**src/hw/lfc_pkg.sv**
```systemverilog
// Constants shared by the LIN frame control register block and its AHB-Lite host bridge.
// Assumes one 250 MHz system clock for both ends and an external bus timing engine.
//
// Overview of operation
// Data bytes four to eight, indices 3-7.
// Slave stop write suspends until sync break.
// Software sets sleep warning, clears on wake; here only a command write clears it.
// Direction bit: zero receive, one transmit.
// Slave ack set by software, self-clears.
// Interrupt clear bit clears pending flag.
// Fault clear wipes error flag, fault register.
// Wake request sends wake, then self-clears.
// Master start launches frame, clears at end.
// Status bit seven mirrors bus activity.
// Slave idle four seconds sets idle flag.
// Abort flag on early break or stop.
// Slave identifier received sets data request.
// Error flag sticks until fault clear.
// Wake flag while sending or after receiving.
// Completion flag clears at start, sets done.
// Slave sync tolerance and parity faults.
// Timeout fault for three missing-data cases.
// Ack or stop before first byte ends.
// Checksum and readback faults, top bits zero.
// Size bit seven picks enhanced checksum.
// Length codes 0-8 direct, fifteen uses identifier.
// Identifier bits decode to two, four, eight.
// Index register selects, window register accesses.
package lfc_pkg;
	// ==========================================
	// Indirect register indices
	localparam logic [7:0] LFC_IDX_DATA4 = 8'h03;
	localparam logic [7:0] LFC_IDX_DATA8 = 8'h07;
	localparam logic [7:0] LFC_IDX_CTRL = 8'h08;
	localparam logic [7:0] LFC_IDX_STAT = 8'h09;
	localparam logic [7:0] LFC_IDX_FAULT = 8'h0a;
	localparam logic [7:0] LFC_IDX_SIZE = 8'h0b;
	localparam int LFC_DATA_BYTES = 5;
	localparam logic [7:0] LFC_RESET_BYTE = 8'h00;
	// ==========================================
	// Command bit positions
	localparam int LFC_CTRL_STOP = 7;
	localparam int LFC_CTRL_SLEEP = 6;
	localparam int LFC_CTRL_DIR = 5;
	localparam int LFC_CTRL_ACK = 4;
	localparam int LFC_CTRL_IRQ_CLR = 3;
	localparam int LFC_CTRL_FAULT_CLR = 2;
	localparam int LFC_CTRL_WAKE = 1;
	localparam int LFC_CTRL_START = 0;
	// ==========================================
	// Fault bit positions and size field
	localparam int LFC_FAULT_SYNC = 4;
	localparam int LFC_FAULT_PARITY = 3;
	localparam int LFC_FAULT_RESPONSE_TIMEOUT_FAULT = 2;
	localparam int LFC_FAULT_CHK = 1;
	localparam int LFC_FAULT_READBACK = 0;
	localparam int LFC_SIZE_ENH = 7;
	localparam logic [3:0] LFC_LEN_MAX = 4'h8;
	localparam logic [3:0] LFC_LEN_FROM_ID = 4'hf;
	localparam logic [3:0] LFC_LEN_TWO = 4'h2;
	localparam logic [3:0] LFC_LEN_FOUR = 4'h4;
	localparam logic [3:0] LFC_LEN_EIGHT = 4'h8;
	// ==========================================
	// Timing
	localparam longint unsigned LFC_CLK_HZ = 250_000_000;
	localparam longint unsigned LFC_IDLE_TIMEOUT_S = 4;
	localparam longint unsigned LFC_IDLE_TIMEOUT_CYC = LFC_IDLE_TIMEOUT_S * LFC_CLK_HZ;
	// ==========================================
	// Host bridge byte offsets on AHB-Lite
	localparam logic [3:0] LFC_HOST_INDEX_OFS = 4'h0;
	localparam logic [3:0] LFC_HOST_WINDOW_OFS = 4'h4;
	localparam logic [3:0] LFC_HOST_STATUS_OFS = 4'h8;
endpackage

```
**src/hw/lfc_link_if.sv**
```systemverilog
// Indirect access link between the AHB-Lite host bridge and the LIN register block.
// Assumes both ends share clk_sys_in; requests are held until acc_done is seen.
`timescale 1ns/1ps
interface lfc_link_if;
	logic acc_valid;
	logic acc_write;
	logic acc_sel;
	logic [7:0] acc_wdata;
	logic acc_done;
	logic [7:0] acc_rdata;
	logic irq;
	modport dev (input acc_valid, input acc_write, input acc_sel, input acc_wdata,
		output acc_done, output acc_rdata, output irq);
	modport host (output acc_valid, output acc_write, output acc_sel, output acc_wdata,
		input acc_done, input acc_rdata, input irq);
endinterface

```
**src/hw/lfc_lin_node.sv**
```systemverilog
// LIN frame control registers: data bytes 4-8, command, status, fault and size registers.
// Assumes an external bus timing engine gives synchronous one-cycle event pulses.
`timescale 1ns/1ps
module lfc_lin_node import lfc_pkg::*; #(
	parameter longint unsigned IDLE_CYCLES = LFC_IDLE_TIMEOUT_CYC
) (
	input wire logic clk_sys_in,
	input wire logic rstn_in,
	lfc_link_if.dev lnk,
	input wire logic master_mode_in,
	input wire logic bus_active_in,
	input wire logic sync_break_in,
	input wire logic id_received_in,
	input wire logic [5:0] frame_id_in,
	input wire logic frame_done_in,
	input wire logic first_byte_done_in,
	input wire logic sync_fault_in,
	input wire logic parity_fault_in,
	input wire logic timeout_in,
	input wire logic checksum_fault_in,
	input wire logic tx_driving_in,
	input wire logic tx_bit_in,
	input wire logic rx_bit_in,
	input wire logic wake_sent_in,
	input wire logic wake_rx_in,
	input wire logic rx_byte_valid_in,
	input wire logic [2:0] rx_byte_pos_in,
	input wire logic [7:0] rx_byte_in,
	output logic frame_direction_out,
	output logic master_frame_start_out,
	output logic wake_signal_request_out,
	output logic slave_data_ack_out,
	output logic stop_pulse_out,
	output logic suspended_out,
	output logic sleep_warning_out,
	output logic enhanced_checksum_select_out,
	output logic [3:0] data_len_out,
	output logic [LFC_DATA_BYTES*8-1:0] data_bytes_out
);
	localparam int CW = $clog2(IDLE_CYCLES + 1);
	localparam logic [CW-1:0] IDLE_LIMIT = CW'(IDLE_CYCLES);

	typedef struct packed {
		logic done;
		logic [7:0] rdata;
		logic [7:0] index;
		logic [LFC_DATA_BYTES-1:0][7:0] data;
		logic dir;
		logic sleep;
		logic ack_pulse;
		logic stop_pulse;
		logic start_req;
		logic wake_req;
		logic suspended;
		logic active;
		logic idle_to;
		logic abort;
		logic identifier_received;
		logic irq;
		logic err;
		logic wake_seen;
		logic done_flag;
		logic busy;
		logic acked;
		logic [4:0] fault;
		logic enh;
		logic [3:0] len;
		logic [3:0] dlen;
		logic [CW-1:0] idle_cnt;
	} lfc_dev_state_s;

	lfc_dev_state_s q_reg;
	lfc_dev_state_s q_next;

	// ==========================================
	// Data length decode
	function automatic logic [3:0] lfc_decode_len(input logic [3:0] code, input logic [5:0] id);
		logic [3:0] len;
		len = 4'h0;
		if (code <= LFC_LEN_MAX) begin
			len = code;
		end else if (code == LFC_LEN_FROM_ID) begin
			unique case (id[5:4])
				2'h0, 2'h1: len = LFC_LEN_TWO;
				2'h2: len = LFC_LEN_FOUR;
				2'h3: len = LFC_LEN_EIGHT;
			endcase
		end
		return len;
	endfunction

	// ==========================================
	// Next state
	always_comb begin
		logic slave;
		logic acc;
		logic wwin;
		logic in_data;
		logic [2:0] pos;
		logic [7:0] wd;
		logic [4:0] fset;
		logic [7:0] rd;
		slave = !master_mode_in;
		rd = 8'h00;
		fset = 5'h00;
		acc = lnk.acc_valid && !q_reg.done;
		wwin = acc && lnk.acc_write && lnk.acc_sel;
		wd = lnk.acc_wdata;
		in_data = (q_reg.index >= LFC_IDX_DATA4) && (q_reg.index <= LFC_IDX_DATA8);
		pos = 3'(q_reg.index - LFC_IDX_DATA4);
		q_next = q_reg;
		q_next.done = acc;
		q_next.ack_pulse = 1'b0;
		q_next.stop_pulse = 1'b0;
		q_next.active = bus_active_in;

		// Register read mux, one cycle behind the request
		if (!lnk.acc_sel) begin
			rd = q_reg.index;
		end else if (in_data) begin
			rd = q_reg.data[pos];
		end else begin
			unique case (q_reg.index)
				LFC_IDX_CTRL: rd = {2'h0, q_reg.dir, q_reg.ack_pulse, 2'h0, q_reg.wake_req, q_reg.start_req};
				LFC_IDX_STAT: rd = {q_reg.active, q_reg.idle_to, q_reg.abort, q_reg.identifier_received, q_reg.irq,
					q_reg.err, q_reg.wake_req | q_reg.wake_seen, q_reg.done_flag};
				LFC_IDX_FAULT: rd = {3'h0, q_reg.fault};
				LFC_IDX_SIZE: rd = {q_reg.enh, 3'h0, q_reg.len};
				default: rd = 8'h00;
			endcase
		end
		// Sleep warning is kept internally but reads back together with its neighbours
		if (lnk.acc_sel && q_reg.index == LFC_IDX_CTRL) begin
			rd[LFC_CTRL_SLEEP] = q_reg.sleep;
		end
		if (acc && !lnk.acc_write) begin
			q_next.rdata = rd;
		end
		if (acc && lnk.acc_write && !lnk.acc_sel) begin
			q_next.index = wd;
		end

		// Software writes other than stop; their clears come first so hardware sets below win
		if (wwin && in_data) begin
			q_next.data[pos] = wd;
		end
		if (wwin && q_reg.index == LFC_IDX_SIZE) begin
			q_next.enh = wd[LFC_SIZE_ENH];
			q_next.len = wd[3:0];
		end
		if (wwin && q_reg.index == LFC_IDX_CTRL) begin
			q_next.dir = wd[LFC_CTRL_DIR];
			q_next.sleep = wd[LFC_CTRL_SLEEP];
			if (wd[LFC_CTRL_IRQ_CLR]) begin
				q_next.irq = 1'b0;
			end
			if (wd[LFC_CTRL_FAULT_CLR]) begin
				q_next.err = 1'b0;
				q_next.fault = 5'h00;
			end
			if (slave && wd[LFC_CTRL_ACK]) begin
				q_next.ack_pulse = 1'b1;
				q_next.acked = 1'b1;
				q_next.identifier_received = 1'b0;
			end
			// Wake and start are refused while an error is still pending
			if (wd[LFC_CTRL_WAKE] && !q_reg.err) begin
				q_next.wake_req = 1'b1;
			end
			if (!slave && wd[LFC_CTRL_START] && !q_reg.err) begin
				q_next.start_req = 1'b1;
				q_next.done_flag = 1'b0;
				q_next.busy = 1'b1;
			end
		end

		// Bus idle timer; only a slave watches for the idle timeout
		if (!slave || bus_active_in || q_reg.sleep) begin
			q_next.idle_cnt = '0;
			q_next.idle_to = 1'b0;
		end else if (q_reg.idle_cnt != IDLE_LIMIT) begin
			q_next.idle_cnt = CW'(q_reg.idle_cnt + 1'b1);
			if (q_next.idle_cnt == IDLE_LIMIT) begin
				q_next.idle_to = 1'b1;
				q_next.irq = 1'b1;
			end
		end

		// Sync break opens a new frame and ends any suspension
		if (slave && sync_break_in) begin
			q_next.abort = q_reg.busy;
			q_next.suspended = 1'b0;
			q_next.busy = 1'b1;
			q_next.done_flag = 1'b0;
			q_next.identifier_received = 1'b0;
			q_next.acked = 1'b0;
			q_next.wake_seen = 1'b0;
		end
		if (wwin && q_reg.index == LFC_IDX_CTRL && slave && wd[LFC_CTRL_STOP]) begin
			q_next.stop_pulse = 1'b1;
			q_next.suspended = 1'b1;
			q_next.abort = 1'b1;
			q_next.acked = 1'b1;
			q_next.identifier_received = 1'b0;
			q_next.busy = 1'b0;
		end
		if (slave && id_received_in && !q_reg.suspended) begin
			q_next.identifier_received = 1'b1;
			q_next.acked = 1'b0;
			q_next.irq = 1'b1;
		end
		if (frame_done_in && !q_reg.suspended) begin
			q_next.done_flag = 1'b1;
			q_next.busy = 1'b0;
			q_next.start_req = 1'b0;
			q_next.irq = 1'b1;
		end
		if (wake_sent_in) begin
			q_next.wake_req = 1'b0;
			if (!slave) begin
				q_next.done_flag = 1'b1;
				q_next.irq = 1'b1;
			end
		end
		if (wake_rx_in) begin
			q_next.wake_seen = 1'b1;
			q_next.done_flag = 1'b1;
			q_next.irq = 1'b1;
		end

		// Faults: any new one raises the sticky error flag and stops the frame
		fset[LFC_FAULT_SYNC] = slave && sync_fault_in;
		fset[LFC_FAULT_PARITY] = slave && parity_fault_in;
		fset[LFC_FAULT_RESPONSE_TIMEOUT_FAULT] = timeout_in;
		if (slave && first_byte_done_in && q_reg.identifier_received && !q_next.acked) begin
			fset[LFC_FAULT_RESPONSE_TIMEOUT_FAULT] = 1'b1;
		end
		fset[LFC_FAULT_CHK] = checksum_fault_in;
		fset[LFC_FAULT_READBACK] = tx_driving_in && (tx_bit_in != rx_bit_in);
		if (fset != 5'h00) begin
			q_next.fault = q_next.fault | fset;
			q_next.err = 1'b1;
			q_next.start_req = 1'b0;
			q_next.busy = 1'b0;
			q_next.irq = 1'b1;
		end

		// Received bytes from the engine overwrite a same-cycle software write
		if (rx_byte_valid_in && rx_byte_pos_in < 3'(LFC_DATA_BYTES)) begin
			q_next.data[rx_byte_pos_in] = rx_byte_in;
		end
		// Length decode is registered so the engine never sees a combinational path
		q_next.dlen = lfc_decode_len(q_next.len, frame_id_in);
	end

	always_ff @(posedge clk_sys_in or negedge rstn_in) begin
		if (!rstn_in) begin
			q_reg <= '0;
		end else begin
			q_reg <= q_next;
		end
	end

	// ==========================================
	// Outputs
	assign lnk.acc_done = q_reg.done;
	assign lnk.acc_rdata = q_reg.rdata;
	assign lnk.irq = q_reg.irq;
	assign frame_direction_out = q_reg.dir;
	assign master_frame_start_out = q_reg.start_req;
	assign wake_signal_request_out = q_reg.wake_req;
	assign slave_data_ack_out = q_reg.ack_pulse;
	assign stop_pulse_out = q_reg.stop_pulse;
	assign suspended_out = q_reg.suspended;
	assign sleep_warning_out = q_reg.sleep;
	assign enhanced_checksum_select_out = q_reg.enh;
	assign data_len_out = q_reg.dlen;
	assign data_bytes_out = q_reg.data;
endmodule

```
**src/flat_wrapper.sv**
```systemverilog
// flat-port wrapper written by rule: the top's interface ports become plain ports
module lfc_lin_node_flat import lfc_pkg::*;
#(
	parameter longint unsigned IDLE_CYCLES = LFC_IDLE_TIMEOUT_CYC
)
  (clk_sys_in, rstn_in, master_mode_in, bus_active_in, sync_break_in, id_received_in, frame_id_in, frame_done_in, first_byte_done_in, sync_fault_in, parity_fault_in, timeout_in, checksum_fault_in, tx_driving_in, tx_bit_in, rx_bit_in, wake_sent_in, wake_rx_in, rx_byte_valid_in, rx_byte_pos_in, rx_byte_in, frame_direction_out, master_frame_start_out, wake_signal_request_out, slave_data_ack_out, stop_pulse_out, suspended_out, sleep_warning_out, enhanced_checksum_select_out, data_len_out, data_bytes_out, lnk_acc_valid, lnk_acc_write, lnk_acc_sel, lnk_acc_wdata, lnk_acc_done, lnk_acc_rdata, lnk_irq);
  lfc_link_if lnk_i ();
  input wire logic clk_sys_in;
  input wire logic rstn_in;
  input wire logic master_mode_in;
  input wire logic bus_active_in;
  input wire logic sync_break_in;
  input wire logic id_received_in;
  input wire logic [5:0] frame_id_in;
  input wire logic frame_done_in;
  input wire logic first_byte_done_in;
  input wire logic sync_fault_in;
  input wire logic parity_fault_in;
  input wire logic timeout_in;
  input wire logic checksum_fault_in;
  input wire logic tx_driving_in;
  input wire logic tx_bit_in;
  input wire logic rx_bit_in;
  input wire logic wake_sent_in;
  input wire logic wake_rx_in;
  input wire logic rx_byte_valid_in;
  input wire logic [2:0] rx_byte_pos_in;
  input wire logic [7:0] rx_byte_in;
  output logic frame_direction_out;
  output logic master_frame_start_out;
  output logic wake_signal_request_out;
  output logic slave_data_ack_out;
  output logic stop_pulse_out;
  output logic suspended_out;
  output logic sleep_warning_out;
  output logic enhanced_checksum_select_out;
  output logic [3:0] data_len_out;
  output logic [LFC_DATA_BYTES*8-1:0] data_bytes_out;
  input wire logic [$bits(lnk_i.acc_valid)-1:0] lnk_acc_valid;
  input wire logic [$bits(lnk_i.acc_write)-1:0] lnk_acc_write;
  input wire logic [$bits(lnk_i.acc_sel)-1:0] lnk_acc_sel;
  input wire logic [$bits(lnk_i.acc_wdata)-1:0] lnk_acc_wdata;
  output wire logic [$bits(lnk_i.acc_done)-1:0] lnk_acc_done;
  output wire logic [$bits(lnk_i.acc_rdata)-1:0] lnk_acc_rdata;
  output wire logic [$bits(lnk_i.irq)-1:0] lnk_irq;
  assign lnk_i.acc_valid = lnk_acc_valid;
  assign lnk_i.acc_write = lnk_acc_write;
  assign lnk_i.acc_sel = lnk_acc_sel;
  assign lnk_i.acc_wdata = lnk_acc_wdata;
  assign lnk_acc_done = lnk_i.acc_done;
  assign lnk_acc_rdata = lnk_i.acc_rdata;
  assign lnk_irq = lnk_i.irq;
  lfc_lin_node #(.IDLE_CYCLES(IDLE_CYCLES)) u_core (.clk_sys_in(clk_sys_in), .rstn_in(rstn_in), .lnk(lnk_i), .master_mode_in(master_mode_in), .bus_active_in(bus_active_in), .sync_break_in(sync_break_in), .id_received_in(id_received_in), .frame_id_in(frame_id_in), .frame_done_in(frame_done_in), .first_byte_done_in(first_byte_done_in), .sync_fault_in(sync_fault_in), .parity_fault_in(parity_fault_in), .timeout_in(timeout_in), .checksum_fault_in(checksum_fault_in), .tx_driving_in(tx_driving_in), .tx_bit_in(tx_bit_in), .rx_bit_in(rx_bit_in), .wake_sent_in(wake_sent_in), .wake_rx_in(wake_rx_in), .rx_byte_valid_in(rx_byte_valid_in), .rx_byte_pos_in(rx_byte_pos_in), .rx_byte_in(rx_byte_in), .frame_direction_out(frame_direction_out), .master_frame_start_out(master_frame_start_out), .wake_signal_request_out(wake_signal_request_out), .slave_data_ack_out(slave_data_ack_out), .stop_pulse_out(stop_pulse_out), .suspended_out(suspended_out), .sleep_warning_out(sleep_warning_out), .enhanced_checksum_select_out(enhanced_checksum_select_out), .data_len_out(data_len_out), .data_bytes_out(data_bytes_out));
endmodule
```
**config.mk**
```make
export PLATFORM = sky130hd
export DESIGN_NAME = lfc_lin_node_flat
export DESIGN_NICKNAME = d
export VERILOG_FILES = /design/src/hw/lfc_pkg.sv /design/src/hw/lfc_link_if.sv /design/src/hw/lfc_lin_node.sv /design/src/flat_wrapper.sv
export SDC_FILE = /design/constraint.sdc
export NUM_CORES = 1
export LEC_CHECK = 0
export BUFFER_PORTS_ARGS = -buffer_cell sky130_fd_sc_hd__buf_2
export CAP_MARGIN = 20
export CELL_PAD_IN_SITES_DETAIL_PLACEMENT = 1
export CELL_PAD_IN_SITES_GLOBAL_PLACEMENT = 1
export CORE_MARGIN = 4
export CORE_UTILIZATION = 35
export DETAILED_ROUTE_END_ITERATION = 8
export GPL_TIMING_DRIVEN = 1
export PLACE_DENSITY_LB_ADDON = 0.05
export SYNTH_ARGS = -nofsm -noshare
export SYNTH_HDL_FRONTEND = slang
export SYNTH_SLANG_ARGS = --single-unit
```
**constraint.sdc**
```tcl
create_clock -name clk_sys_in -period 2.8 [get_ports clk_sys_in]
set_clock_uncertainty 0.2 [all_clocks]
set_input_delay 0.56 -clock clk_sys_in [delete_from_list [all_inputs] [get_ports clk_sys_in]]
set_output_delay 0.56 -clock clk_sys_in [all_outputs]
set_load 0.1 [all_outputs]
```
==> summary.json, run 1 <==
{
  "netlist_instances": 736,
  "postSynth.asyncResetShare_pct": 100.0,
  "cts_tree": "done",
  "num_io_pins": 108,
  "drtAntennaViolNets": 0,
  "grt_pass1_wl_mm": 35.18,
  "floorplan.rows": 51,
  "port-buffer-count": 103,
  "routed_via_density": 5.272,
  "worst_path_most_repeated_cell": "sky130_fd_sc_hd__o22ai_1",
  "drive_gt1_share_pct": 25.12,
  "critPathMaxFanout": 5,
  "endpoint_kind": "flip-flop",
  "r2r.worst_path.cells": 9,
  "root_buffer": "sky130_fd_sc_hd__clkbuf_16",
  "final-hold-violation-count": 0,
  "final_core_utilization_pct": 42.62,
  "tritoncts.num_buffers": 17,
  "number_of_antenna_violations_at_the_first_check_in_global_routing": 0,
  "die_area_um2": 21960,
  "route.detailed.wl_per_inst_um": 20.11,
  "globalRoute.busiestLayer": "met2",
  "yosys.area_share.xor_xnor_pct": 3.820,
  "first_global_vias": 6314,
  "rr_startpoint": "u_core.q_reg[101]$_DFFE_PN0P_",
  "most-common-layout-cells": "sky130_fd_sc_hd__dfrtp_1, sky130_fd_sc_hd__buf_2, sky130_fd_sc_hd__nand2_1, sky130_fd_sc_hd__nor2_1, sky130_fd_sc_hd__mux2i_1",
  "whs_path_depth": 1,
  "yosysWarnings": 0,
  "finalCritPeriodShare_pct": 94.22,
  "finalSetupViolations": 0,
  "critical_path_class": "reg -> reg",
  "synthesis.area_um2": 6878,
  "ir_drop_mv": 0.4367,
  "yosys.area_share.simple_pct": 20.57,
  "status": "finished, final reports clean",
  "die_w_um": 148.2,
  "regArea_um2": 2953,
  "worst-endpoint-arrival_ns": 2.71,
  "finalWirelength_mm": 22.14,
  "design_power_total_w": 0.006531,
  "synthDominantCellAreaShare_pct": 42.93,
  "clock_insertion_delay_worst_skew_ns": 0.42,
  "grt_util_met1_pct": 25.30,
  "primary_flip_flop_cell_chosen_by_synthesis_mapping": "sky130_fd_sc_hd__dfrtp_1",
  "synth.area.mux_share_pct": 9.878,
  "main_combinational_cell_family_by_area_after_synthesis": "simple AND/OR/NAND/NOR gates",
  "holdCritStartpoint": "bus_active_in",
  "max_cap_viol_count": 0,
  "fillCellCount": 2308,
  "timing.hold.worst_endpoint": "u_core.q_reg[53]$_DFF_PN0_",
  "finalNetCount": 877,
  "regToRegEndpoint": "u_core.lnk.acc_rdata[6]$_DFFE_PN0P_",
  "worstPathCellList": "clkinv_1 > ha_1 > nand2b_1 > o22ai_1 > a21oi_1 > buf_4 > o22ai_1 > a31oi_1 > o21ai_0",
  "cts.htree.levels": 4,
  "clock_transition_at_the_registers_of_the_reported_paths_ns": 0.05,
  "diodes": 0,
  "dr.pass1.iters": 5,
  "worst_setup_path_start_kind": "flip-flop",
  "p_leak_nw": 3.804,
  "stdcell_count": 1101,
  "clock_tree_buf_depth": 2,
  "tightestPinTransition_ns": 0.7231,
  "synth_top_area_cell": "sky130_fd_sc_hd__dfrtp_1",
  "detailedRoute.firstIterationViolations": 251,
  "timing.critical_path.required_ns": 2.88,
  "route.vias.total": 5805,
  "grt_setup_unrepaired": "false",
  "synth.top_cells.by_area": "sky130_fd_sc_hd__dfrtp_1, sky130_fd_sc_hd__mux2i_1, sky130_fd_sc_hd__buf_4",
  "core_area_um2": 19400,
  "floorplan.initialDensity_pct": 35.46,
  "power_density_nw_per_um2": 789.9,
  "synth_area_per_cell_um2": 9.345,
  "synth_compound_gate_area_share_pct": 12.39,
  "grt_max_degree": 56,
  "grt_util_all_layers_pct": 20.55,
  "report.final.slew_viol_count": 0,
  "largest_register_ff_count": 56,
  "synth_enable_flop_cells": 0,
  "slew-limit-headroom_pct": 51.68,
  "gpl.final_weighted_congestion": 0.8934,
  "groute.layer.met3.usage_pct": 4.022,
  "gr-usage-met2_pct": 36.22,
  "yosysUniqueCellTypes": 59,
  "dp_hpwl_mm": 16.47,
  "clock-sinks": 118,
  "most_frequent_standard_cell_in_the_layout_excluding_fill_and_tap_cells": "sky130_fd_sc_hd__dfrtp_1",
  "worstHoldPathType": "in -> reg",
  "final.hold.worst_slack_ns": 0.1088,
  "drc": 0,
  "multi_input_comb_area_um2": 3327,
  "syn_nets": 789,
  "timing.critical_path.slowest_cell_delay_ns": 0.42,
  "height_of_the_die_um": 148.2,
  "timing.critical_path.slowest_stage_cell": "sky130_fd_sc_hd__dfrtp_1",
  "reg2reg_setup_slack_ns": 0.16,
  "achievable-frequency_ghz": 0.3791,
  "post_synthesis_share_of_cell_area_spent_on_full_adders_half_adders_and_majority_gates_pct": 1.273,
  "overflow": 0,
  "place_inst": 1068,
  "synth-seq-cells": 118,
  "layout-area-overhead-vs-synth_pct": 20.21,
  "ys_seq_area_share_pct": 42.93,
  "fin_crit_ns": 2.638
}
[report_power, final]
group	switching, W	internal, W	total (W)
registers	0.000160	0.00189	0.00205
clock network	0.000775	0.00157	0.00235
logic	0.00169	0.000441	0.00213
total	0.00263	0.00391	0.00653
[cell usage after synthesis, drive strengths merged (16+ instances only)]
library cell and count:
o21ai 51, nand3 17, buf 71, nor3 18, mux2i 60, a21oi 28
xor2 17, dfrtp 118, inv 16, nand2 88, nor2 67, clkbuf 20
[routing by layer]
layer / up-vias / routed length (um)
met3: 23 / 832
li1: 2734 / -
met2: 99 / 11340
met1: 2949 / 9688
met5: - / 0
met4: 0 / 282
[per-stage QoR]
stage / setup TNS [ns] / setup slack, ns / area, um2
finish: 0 / 0.1619 / 8268
global route: 0 / 0.02451 / 8268
detailed placement: -0.09019 / -0.06200 / 7589
CTS: 0 / 0.02454 / 8237
global placement: -0.06375 / -0.05105 / 7589
floorplan: 0 / 0.1535 / 6878
[area by class of cell]
type	count	area share, %
flip-flops and latches	118	35.71
repair buffers	160	11.62
multi-input cells	510	40.24
clock inverters	9	1.786
clock buffers	22	5.857
inverters	17	0.7718
well taps	265	4.010
[logic make-up (layout without fill, tap and decap cells)]
family | count (synthesis) | count (layout)
multiplexers | 67 | 67
AND/OR/NAND/NOR | 270 | 270
XOR/XNOR | 30 | 30
AO/OA/AOI/OAI | 136 | 136
adder cells (fa/ha/maj) | 7 | 7
buffers and inverters | 108 | 208
flip-flops | 118 | 118
[worst max-delay path by stage]
stage               slack (ns)                           from                             endpoint
floorplan                 0.15  u_core.q_reg[101]$_DFFE_PN0P_   u_core.data_bytes_out[0]$_DFF_PN0_
global placement         -0.05    u_core.q_reg[4]$_DFFE_PN0P_             u_core.lnk.irq$_DFF_PN0_
detailed placement       -0.06    u_core.q_reg[4]$_DFFE_PN0P_             u_core.lnk.irq$_DFF_PN0_
CTS                       0.02  u_core.q_reg[101]$_DFFE_PN0P_  u_core.data_bytes_out[35]$_DFF_PN0_
global route              0.02  u_core.q_reg[101]$_DFFE_PN0P_  u_core.lnk.acc_rdata[6]$_DFFE_PN0P_
finish                    0.16  u_core.q_reg[101]$_DFFE_PN0P_  u_core.lnk.acc_rdata[6]$_DFFE_PN0P_
[timing repair]
item | in CTS | in global routing
pin swaps | 0 | 1
hold buffers | 1 | 0
gates resized for setup | 1 | 5
buffers inserted | 0 | 1
hold endpoints to repair | 32 | 0
endpoints found under the setup margin | 2 | 11
[critical path, delay by kind of cell (launching register included)]
family | cells | cell delay (ns)
flip-flops | 1 | 0.42
AO/OA/AOI/OAI | 5 | 0.86
buffers and inverters | 2 | 0.30
AND/OR/NAND/NOR | 1 | 0.32
adder cells (fa/ha/maj) | 1 | 0.40
No activity file was read; power rests on OpenSTA's default activity.
==> inputs of run 2 (changes only) <==
--- a/config.mk
+++ b/config.mk
@@ -14,6 +14,7 @@
 export DETAILED_ROUTE_END_ITERATION = 8
 export GPL_TIMING_DRIVEN = 1
 export PLACE_DENSITY_LB_ADDON = 0.05
+export RECOVER_POWER = 25
 export SYNTH_ARGS = -nofsm -noshare
 export SYNTH_HDL_FRONTEND = slang
 export SYNTH_SLANG_ARGS = --single-unit
==> run 2 against run 1 <==
Net effect: critical path depth is 1 higher; cell count stayed put; via count is 0.21% higher; worst hold slack better by 0.015 ns; worst setup slack better by 0.0044 ns; highest routed layer unchanged; register-to-register slack hardly changed; total power is 0.16% lower; final area is 0.30% lower.
==> summary.json, run 2 (synthesis results as in run 1) <==
{
  "status": "finished, final reports clean",
  "routed_via_density": {"value": 5.283, "change": "+0.21%"},
  "grt_util_all_layers": {"value": 20.55, "unit": "%", "change": "unchanged"},
  "port-buffer-count": {"value": 103, "change": "unchanged"},
  "finalWirelength": {"value": 22.09, "unit": "mm", "change": "-0.21%"},
  "timing.hold.worst_endpoint": "u_core.wake_signal_request_out$_DFFE_PN0P_",
  "regToRegEndpoint": "u_core.lnk.irq$_DFF_PN0_",
  "final-hold-violation-count": {"value": 0, "change": "unchanged"},
  "num_io_pins": {"value": 108, "change": "unchanged"},
  "die_area": {"value": 21960, "unit": "um2", "change": "unchanged"},
  "drc": {"value": 0, "change": "unchanged"},
  "final_core_utilization": {"value": 42.49, "unit": "%", "change": "-0.13 points"},
  "dp_hpwl": {"value": 16.47, "unit": "mm", "change": "unchanged"},
  "grt_max_degree": {"value": 56, "change": "unchanged"},
  "root_buffer": "sky130_fd_sc_hd__clkbuf_16",
  "design_power_total": {"value": 0.006520, "unit": "W", "change": "-0.16%"},
  "rr_startpoint": "u_core.q_reg[0]$_DFFE_PN0P_",
  "holdCritStartpoint": "wake_sent_in",
  "worstHoldPathType": "in -> reg",
  "detailedRoute.firstIterationViolations": {"value": 256, "change": "+2.0%"},
  "combPwrFrac": {"value": 32.6, "unit": "%", "change": "about the same"},
  "drive_gt1_share": {"value": 24.64, "unit": "%", "change": "-0.48 points"},
  "number_of_antenna_violations_at_the_first_check_in_global_routing": {"value": 0, "change": "unchanged"},
  "cts.htree.levels": {"value": 4, "change": "unchanged"},
  "worst_setup_path_start_kind": "flip-flop",
  "endpoint_kind": "flip-flop",
  "finalNetCount": {"value": 877, "change": "unchanged"},
  "whs_path_depth": {"value": 2, "change": "+1"},
  "power_density": {"value": 791.0, "unit": "nW/um2", "change": "+0.14%"},
  "finalCritPeriodShare": {"value": 94.06, "unit": "%", "change": "-0.16 points"},
  "grt_setup_unrepaired": "false",
  "reg2reg_setup_slack": {"value": 0.17, "unit": "ns", "change": "about the same"},
  "timing.critical_path.required": {"value": 2.94, "unit": "ns", "change": "+0.06 ns"},
  "sw_ratio": {"value": 40.17, "unit": "%", "change": "about the same"},
  "achievable-frequency": {"value": 0.3797, "unit": "GHz", "change": "+0.17%"},
  "route.detailed.wl_per_inst": {"value": 20.07, "unit": "um", "change": "-0.21%"},
  "height_of_the_die": {"value": 148.2, "unit": "um", "change": "unchanged"},
  "fin_crit": {"value": 2.634, "unit": "ns", "change": "-0.004359 ns"},
  "p_int": {"value": 0.003901, "unit": "W", "change": "-0.10%"},
  "route.vias.total": {"value": 5817, "change": "+0.21%"},
  "seq_power_share": {"value": 31.5, "unit": "%", "change": "about the same"},
  "slew-limit-headroom": {"value": 34.67, "unit": "%", "change": "-17 points"},
  "critPathMaxFanout": {"value": 9, "change": "+4"},
  "pwr-share-clk": {"value": 36.0, "unit": "%", "change": "about the same"},
  "dr.pass1.iters": {"value": 4, "change": "-1"},
  "max_cap_viol_count": {"value": 0, "change": "unchanged"},
  "critical_path_class": "reg -> reg",
  "die_w": {"value": 148.2, "unit": "um", "change": "unchanged"},
  "clock_tree_buf_depth": {"value": 2, "change": "unchanged"},
  "diodes": {"value": 0, "change": "unchanged"},
  "clock_transition_at_the_registers_of_the_reported_paths": {"value": 0.05, "unit": "ns", "change": "about the same"},
  "floorplan.initialDensity": {"value": 35.46, "unit": "%", "change": "unchanged"},
  "most-common-layout-cells": "sky130_fd_sc_hd__dfrtp_1, sky130_fd_sc_hd__buf_2, sky130_fd_sc_hd__nand2_1, sky130_fd_sc_hd__nor2_1, sky130_fd_sc_hd__mux2i_1",
  "report.final.slew_viol_count": {"value": 0, "change": "unchanged"},
  "cts_tree": "done",
  "netSwitchingPower": {"value": 0.002619, "unit": "W", "change": "-0.25%"},
  "grt_pass1_wl": {"value": 35.18, "unit": "mm", "change": "unchanged"},
  "tritoncts.num_buffers": {"value": 17, "change": "unchanged"},
  "p_leak": {"value": 3.785, "unit": "nW", "change": "-0.49%"},
  "most_frequent_standard_cell_in_the_layout_excluding_fill_and_tap_cells": "sky130_fd_sc_hd__dfrtp_1",
  "tightestPinTransition": {"value": 0.9799, "unit": "ns", "change": "+0.2568 ns"},
  "clock_insertion_delay_worst_skew": {"value": 0.42, "unit": "ns", "change": "about the same"},
  "drtAntennaViolNets": {"value": 0, "change": "unchanged"},
  "finalSetupViolations": {"value": 0, "change": "unchanged"},
  "r2r.worst_path.cells": {"value": 10, "change": "+1"},
  "final.hold.worst_slack": {"value": 0.1239, "unit": "ns", "change": "+0.01501 ns"},
  "floorplan.rows": {"value": 51, "change": "unchanged"},
  "worst-endpoint-arrival": {"value": 2.78, "unit": "ns", "change": "+0.07 ns"},
  "gpl.final_weighted_congestion": {"value": 0.8934, "change": "unchanged"},
  "core_area": {"value": 19400, "unit": "um2", "change": "unchanged"},
  "ir_drop": {"value": 0.4336, "unit": "mV", "change": "-0.70%"},
  "largest_register_ff_count": {"value": 56, "change": "unchanged"},
  "overflow": {"value": 0, "change": "unchanged"},
  "crit_path_launch": "u_core.q_reg[0]$_DFFE_PN0P_",
  "layout-area-overhead-vs-synth_pct": 19.85,
  "clock-sinks": {"value": 118, "change": "unchanged"},
  "first_global_vias": {"value": 6314, "change": "unchanged"}
}
[run 2: how the worst max path moves through the flow]
stage	depth (start not counted)	slack [ns]	endpoint
4_1_cts	7	0.02	u_core.data_bytes_out[35]$_DFF_PN0_
5_1_grt	3	0.01	u_core.q_reg[29]$_DFFE_PN0P_
3_5_place_dp	8	-0.06	u_core.lnk.irq$_DFF_PN0_
6_report	10	0.17	u_core.lnk.irq$_DFF_PN0_
2_1_floorplan	8	0.15	u_core.data_bytes_out[0]$_DFF_PN0_
3_3_place_gp	8	-0.05	u_core.lnk.irq$_DFF_PN0_
[run 2: routing by layer]
metal	vias up	track usage (%)	part of all wire, %
met5	-	0	0
li1	2736	-	-
met4	0	6.744	1.5
met1	2946	25.30	44
met3	24	4.022	3.8
met2	111	36.22	51
[run 2: cell type report]
class	count	area (um2)
fillers	2308	11160
multi-input cells	510	3327
flip-flops and latches	118	2953
repair buffers	160	935.9
clock buffers	22	484.2
well taps	265	331.6
clock inverters	9	147.6
inverters	17	63.81
[run 2: repair_timing]
item | 4_1_cts | 5_1_grt
gates resized for setup | 1 | 5
endpoints found under the setup margin | 2 | 11
hold endpoints to repair | 32 | 0
setup buffers | 0 | 1
pin swaps | 0 | 1
hold buffers | 1 | 0
[run 2: power groups by stage]
stage	logic (W)	clock network [W]	registers, W
floorplan	0.00179	0	0.00207
global placement	0.00210	0	0.00207
detailed placement	0.00213	0	0.00208
CTS	0.00214	0.00240	0.00206
global route	0.00224	0.00248	0.00208
finish	0.00212	0.00234	0.00205
[run 2: per-stage QoR]
stage               cell area [um2]  TNS (ns)  instances  setup slack (ns)
finish                         8243         0       1101            0.1662
global route                   8243         0       1101          0.009769
CTS                            8237         0       1100           0.02454
detailed placement             7589  -0.09019       1068          -0.06200
global placement               7589  -0.06375       1068          -0.05105
floorplan                      6878         0        736            0.1535
[run 2: critical path, cell delays in order, from the launching register on]
cell and delay, ns:
sky130_fd_sc_hd__dfrtp_1 0.46, sky130_fd_sc_hd__ha_1 0.26, sky130_fd_sc_hd__nand2_1 0.14, sky130_fd_sc_hd__nor4_4 0.06
sky130_fd_sc_hd__buf_4 0.18, sky130_fd_sc_hd__buf_4 0.15, sky130_fd_sc_hd__a211oi_1 0.21, sky130_fd_sc_hd__o22ai_1 0.15
sky130_fd_sc_hd__nor4b_2 0.37, sky130_fd_sc_hd__nand4_1 0.24, sky130_fd_sc_hd__nand3_1 0.15
==> inputs of run 3 (changes only) <==
==> constraint.sdc (replaced) <==
create_clock -name clk_sys_in -period 2.35 [get_ports clk_sys_in]
set_clock_uncertainty 0.2 [all_clocks]
set_input_delay 0.47 -clock clk_sys_in [delete_from_list [all_inputs] [get_ports clk_sys_in]]
set_output_delay 0.47 -clock clk_sys_in [all_outputs]
set_load 0.1 [all_outputs]
==> run 3 against run 2 <==
Net effect: the run now ends with negative setup slack left; total power increased by 16%; routed wire length up 5.4%; first-iteration DRC count up 0.39%; via count is 5.9% higher; sequential cell count did not move; final area rose by 11%; sequential share of layout area decreased by 3.5 points; worst setup slack worse by 0.19 ns; combinational power rose by 29%; largest cell class unchanged.
==> summary.json, run 3 (synthesis results as in run 1) <==
{
  "grt_util_all_layers": {"value": 21.71, "unit": "%", "change": "+1.2 points"},
  "design_power_total": {"value": 0.007574, "unit": "W", "change": "+16%"},
  "drtAntennaViolNets": {"value": 0, "change": "unchanged"},
  "detailedRoute.firstIterationViolations": {"value": 257, "change": "+0.39%"},
  "dr.pass1.iters": {"value": 4, "change": "unchanged"},
  "largest_register_ff_count": {"value": 56, "change": "unchanged"},
  "timing.critical_path.required": {"value": 2.45, "unit": "ns", "change": "-0.49 ns"},
  "r2r.worst_path.cells": {"value": 10, "change": "unchanged"},
  "gpl.final_weighted_congestion": {"value": 0.8503, "change": "-4.8%"},
  "dp_hpwl": {"value": 17.50, "unit": "mm", "change": "+6.2%"},
  "p_int": {"value": 0.004257, "unit": "W", "change": "+9.1%"},
  "drive_gt1_share": {"value": 37.73, "unit": "%", "change": "+13 points"},
  "grt_util_met1": {"value": 26.13, "unit": "%", "change": "+0.83 points"},
  "finalNetCount": {"value": 957, "change": "+9.1%"},
  "critPathMaxFanout": {"value": 4, "change": "-5"},
  "grt_setup_unrepaired": "true",
  "achievable-frequency": {"value": 0.4216, "unit": "GHz", "change": "+11%"},
  "most-common-layout-cells": "sky130_fd_sc_hd__buf_4, sky130_fd_sc_hd__dfrtp_1, sky130_fd_sc_hd__buf_2, sky130_fd_sc_hd__nand2_1, sky130_fd_sc_hd__nor2_1",
  "pwr-share-clk": {"value": 31.3, "unit": "%", "change": "-4.7 points"},
  "num_io_pins": {"value": 108, "change": "unchanged"},
  "tightestPinTransition": {"value": 1.146, "unit": "ns", "change": "+0.1657 ns"},
  "finalSetupViolations": {"value": 1, "change": "+1"},
  "height_of_the_die": {"value": 148.2, "unit": "um", "change": "unchanged"},
  "place_ws": {"value": -0.2489, "unit": "ns", "change": "-0.1869 ns"},
  "first_global_vias": {"value": 6853, "change": "+8.5%"},
  "fillCellCount": {"value": 2275, "change": "-1.4%"},
  "route.vias.total": {"value": 6159, "change": "+5.9%"},
  "die_w": {"value": 148.2, "unit": "um", "change": "unchanged"},
  "routed_via_density": {"value": 5.211, "change": "-1.4%"},
  "overflow": {"value": 0, "change": "unchanged"},
  "worstSetupEndpoint": "u_core.lnk.irq$_DFF_PN0_",
  "globalRoute.busiestLayer": "met2",
  "clock_insertion_delay_worst_skew": {"value": 0.43, "unit": "ns", "change": "about the same"},
  "status": "finished with violations",
  "critical_path_class": "reg -> reg",
  "rr_startpoint": "u_core.q_reg[4]$_DFFE_PN0P_",
  "tritoncts.num_buffers": {"value": 17, "change": "unchanged"},
  "drc": {"value": 0, "change": "unchanged"},
  "finalCritPeriodShare": {"value": 100.9, "unit": "%", "change": "+6.9 points"},
  "seq_power_share": {"value": 32.5, "unit": "%", "change": "+1.0 points"},
  "slew-limit-headroom": {"value": 23.62, "unit": "%", "change": "-11 points"},
  "endpoint_kind": "flip-flop",
  "power_density": {"value": 825.1, "unit": "nW/um2", "change": "+4.3%"},
  "most_frequent_standard_cell_in_the_layout_excluding_fill_and_tap_cells": "sky130_fd_sc_hd__buf_4",
  "floorplan.rows": {"value": 51, "change": "unchanged"},
  "report.final.slew_viol_count": {"value": 0, "change": "unchanged"},
  "port-buffer-count": {"value": 103, "change": "unchanged"},
  "final-hold-violation-count": {"value": 0, "change": "unchanged"},
  "grt_max_degree": {"value": 49, "change": "-13%"},
  "root_buffer": "sky130_fd_sc_hd__clkbuf_16",
  "timing.critical_path.slowest_stage_cell": "sky130_fd_sc_hd__dfrtp_1",
  "route.detailed.wl_per_inst": {"value": 19.71, "unit": "um", "change": "-1.8%"},
  "final.hold.worst_slack": {"value": 0.04567, "unit": "ns", "change": "-0.07818 ns"},
  "floorplan.initialDensity": {"value": 35.46, "unit": "%", "change": "unchanged"},
  "worst_setup_path_start_kind": "flip-flop",
  "timing.final.ws_setup": {"value": -0.02217, "unit": "ns", "change": "-0.1884 ns"},
  "sw_ratio": {"value": 43.79, "unit": "%", "change": "+3.6 points"},
  "ir_drop": {"value": 0.5095, "unit": "mV", "change": "+17%"},
  "worstPathCellList": "nand4_1 > buf_4 > buf_4 > nor4_4 > buf_4 > nand2_2 > mux2i_1 > o31ai_2 > nand4_1 > nand3_1",
  "layout-area-overhead-vs-synth_pct": 33.45,
  "die_area": {"value": 21960, "unit": "um2", "change": "unchanged"},
  "finalWirelength": {"value": 23.29, "unit": "mm", "change": "+5.4%"},
  "regToRegEndpoint": "u_core.lnk.irq$_DFF_PN0_",
  "worstHoldPathType": "in -> reg",
  "fin_crit": {"value": 2.372, "unit": "ns", "change": "-0.2616 ns"},
  "worst-endpoint-arrival": {"value": 2.47, "unit": "ns", "change": "-0.31 ns"},
  "clock_transition_at_the_registers_of_the_reported_paths": {"value": 0.06, "unit": "ns", "change": "about the same"},
  "reg2reg_setup_slack": {"value": -0.02, "unit": "ns", "change": "-0.19 ns"},
  "groute.layer.met3.usage": {"value": 4.449, "unit": "%", "change": "+0.43 points"},
  "crit_path_launch": "u_core.q_reg[4]$_DFFE_PN0P_",
  "timing.critical_path.slowest_cell_delay": {"value": 0.40, "unit": "ns", "change": "-0.06 ns"},
  "p_leak": {"value": 4.231, "unit": "nW", "change": "+12%"},
  "clock-sinks": {"value": 118, "change": "unchanged"},
  "worst_path_most_repeated_cell": "sky130_fd_sc_hd__buf_4",
  "cts.htree.levels": {"value": 4, "change": "unchanged"},
  "gr-usage-met2": {"value": 39.07, "unit": "%", "change": "+2.9 points"},
  "core_area": {"value": 19400, "unit": "um2", "change": "unchanged"},
  "cts_tree": "done",
  "combPwrFrac": {"value": 36.2, "unit": "%", "change": "+3.6 points"},
  "grt_pass1_wl": {"value": 37.24, "unit": "mm", "change": "+5.8%"},
  "failed_checks": "negative setup slack",
  "number_of_antenna_violations_at_the_first_check_in_global_routing": {"value": 0, "change": "unchanged"},
  "clock_tree_buf_depth": {"value": 2, "change": "unchanged"},
  "diodes": {"value": 0, "change": "unchanged"},
  "netSwitchingPower": {"value": 0.003317, "unit": "W", "change": "+27%"},
  "max_cap_viol_count": {"value": 0, "change": "unchanged"}
}
[run 3: changes by cell type in the layout (fill, tap and decap cells not counted), moves of 5 or more]
cell,change
sky130_fd_sc_hd__a21oi_1,-5
sky130_fd_sc_hd__a21oi_2,+5
sky130_fd_sc_hd__buf_4,+71
sky130_fd_sc_hd__buf_6,+7
sky130_fd_sc_hd__clkinvlp_4,+5
sky130_fd_sc_hd__dfrtp_1,-9
sky130_fd_sc_hd__dfrtp_2,+8
sky130_fd_sc_hd__nand2_1,-5
sky130_fd_sc_hd__nand2_2,+5
sky130_fd_sc_hd__nor3_1,-5
sky130_fd_sc_hd__o21ai_0,-9
sky130_fd_sc_hd__o21ai_1,+7
[run 3: layer usage]
layer,wire [um],up-vias
met2,12110,107
met4,486,0
met5,0,-
met3,728,37
met1,9966,3115
li1,-,2900
[run 3: area by class of cell]
cell class                 instances  area (um2)  area share, %
tap                              265       331.6          3.612
clock inverter                    15       105.1          1.145
sequential                       118        2967          32.32
timing repair buffer             240        1602          17.45
multi-input combinational        510        3672          40.01
clock buffer                      17       425.4          4.635
inverter                          17       76.32         0.8315
[run 3: power groups by stage]
| stage | Combinational, W | Clock [W] | Sequential [W] |
|---|---|---|---|
| after floorplan | 0.00218 | 0 | 0.00247 |
| after global placement | 0.00261 | 0 | 0.00247 |
| after detailed placement | 0.00265 | 0 | 0.00248 |
| after CTS | 0.00270 | 0.00244 | 0.00246 |
| after global routing | 0.00288 | 0.00253 | 0.00249 |
| final | 0.00274 | 0.00237 | 0.00246 |
[run 3: worst min path at each step]
stage | from | endpoint | cells past startpoint
3_3_place_gp | rstn_in | u_core.data_bytes_out[17]$_DFF_PN0_ | 1
5_1_grt | wake_sent_in | u_core.wake_signal_request_out$_DFFE_PN0P_ | 2
2_1_floorplan | rstn_in | u_core.data_bytes_out[0]$_DFF_PN0_ | 0
4_1_cts | wake_sent_in | u_core.wake_signal_request_out$_DFFE_PN0P_ | 2
3_5_place_dp | rstn_in | u_core.data_bytes_out[17]$_DFF_PN0_ | 1
6_report | wake_sent_in | u_core.wake_signal_request_out$_DFFE_PN0P_ | 2
[run 3: worst max-delay path: cells and delay by family, from the launching register on]
kind	cells	cell delay [ns]
AND/OR/NAND/NOR	5	0.83
buffers and inverters	3	0.52
flip-flops	1	0.40
multiplexers	1	0.20
AO/OA/AOI/OAI	1	0.10
[run 3: what timing repair did]
item | in CTS | in global routing
pin swaps | 10 | 23
buffers inserted | 5 | 10
hold buffers | 1 | 0
hold endpoints to repair | 16 | 0
gates resized for setup | 32 | 56
endpoints found under the setup margin | 21 | 46
[run 3: metrics by stage]
stage	std cells	TNS [ns]	instance area (um2)	util (%)
3_5_place_dp	1136	-1.044	8189	42.21
4_1_cts	1174	0	8909	45.92
3_3_place_gp	1136	-0.4684	8189	42.21
2_1_floorplan	736	-0.02490	6945	-
6_report	1182	-0.02217	9179	47.32
5_1_grt	1182	-0.3252	9179	47.32
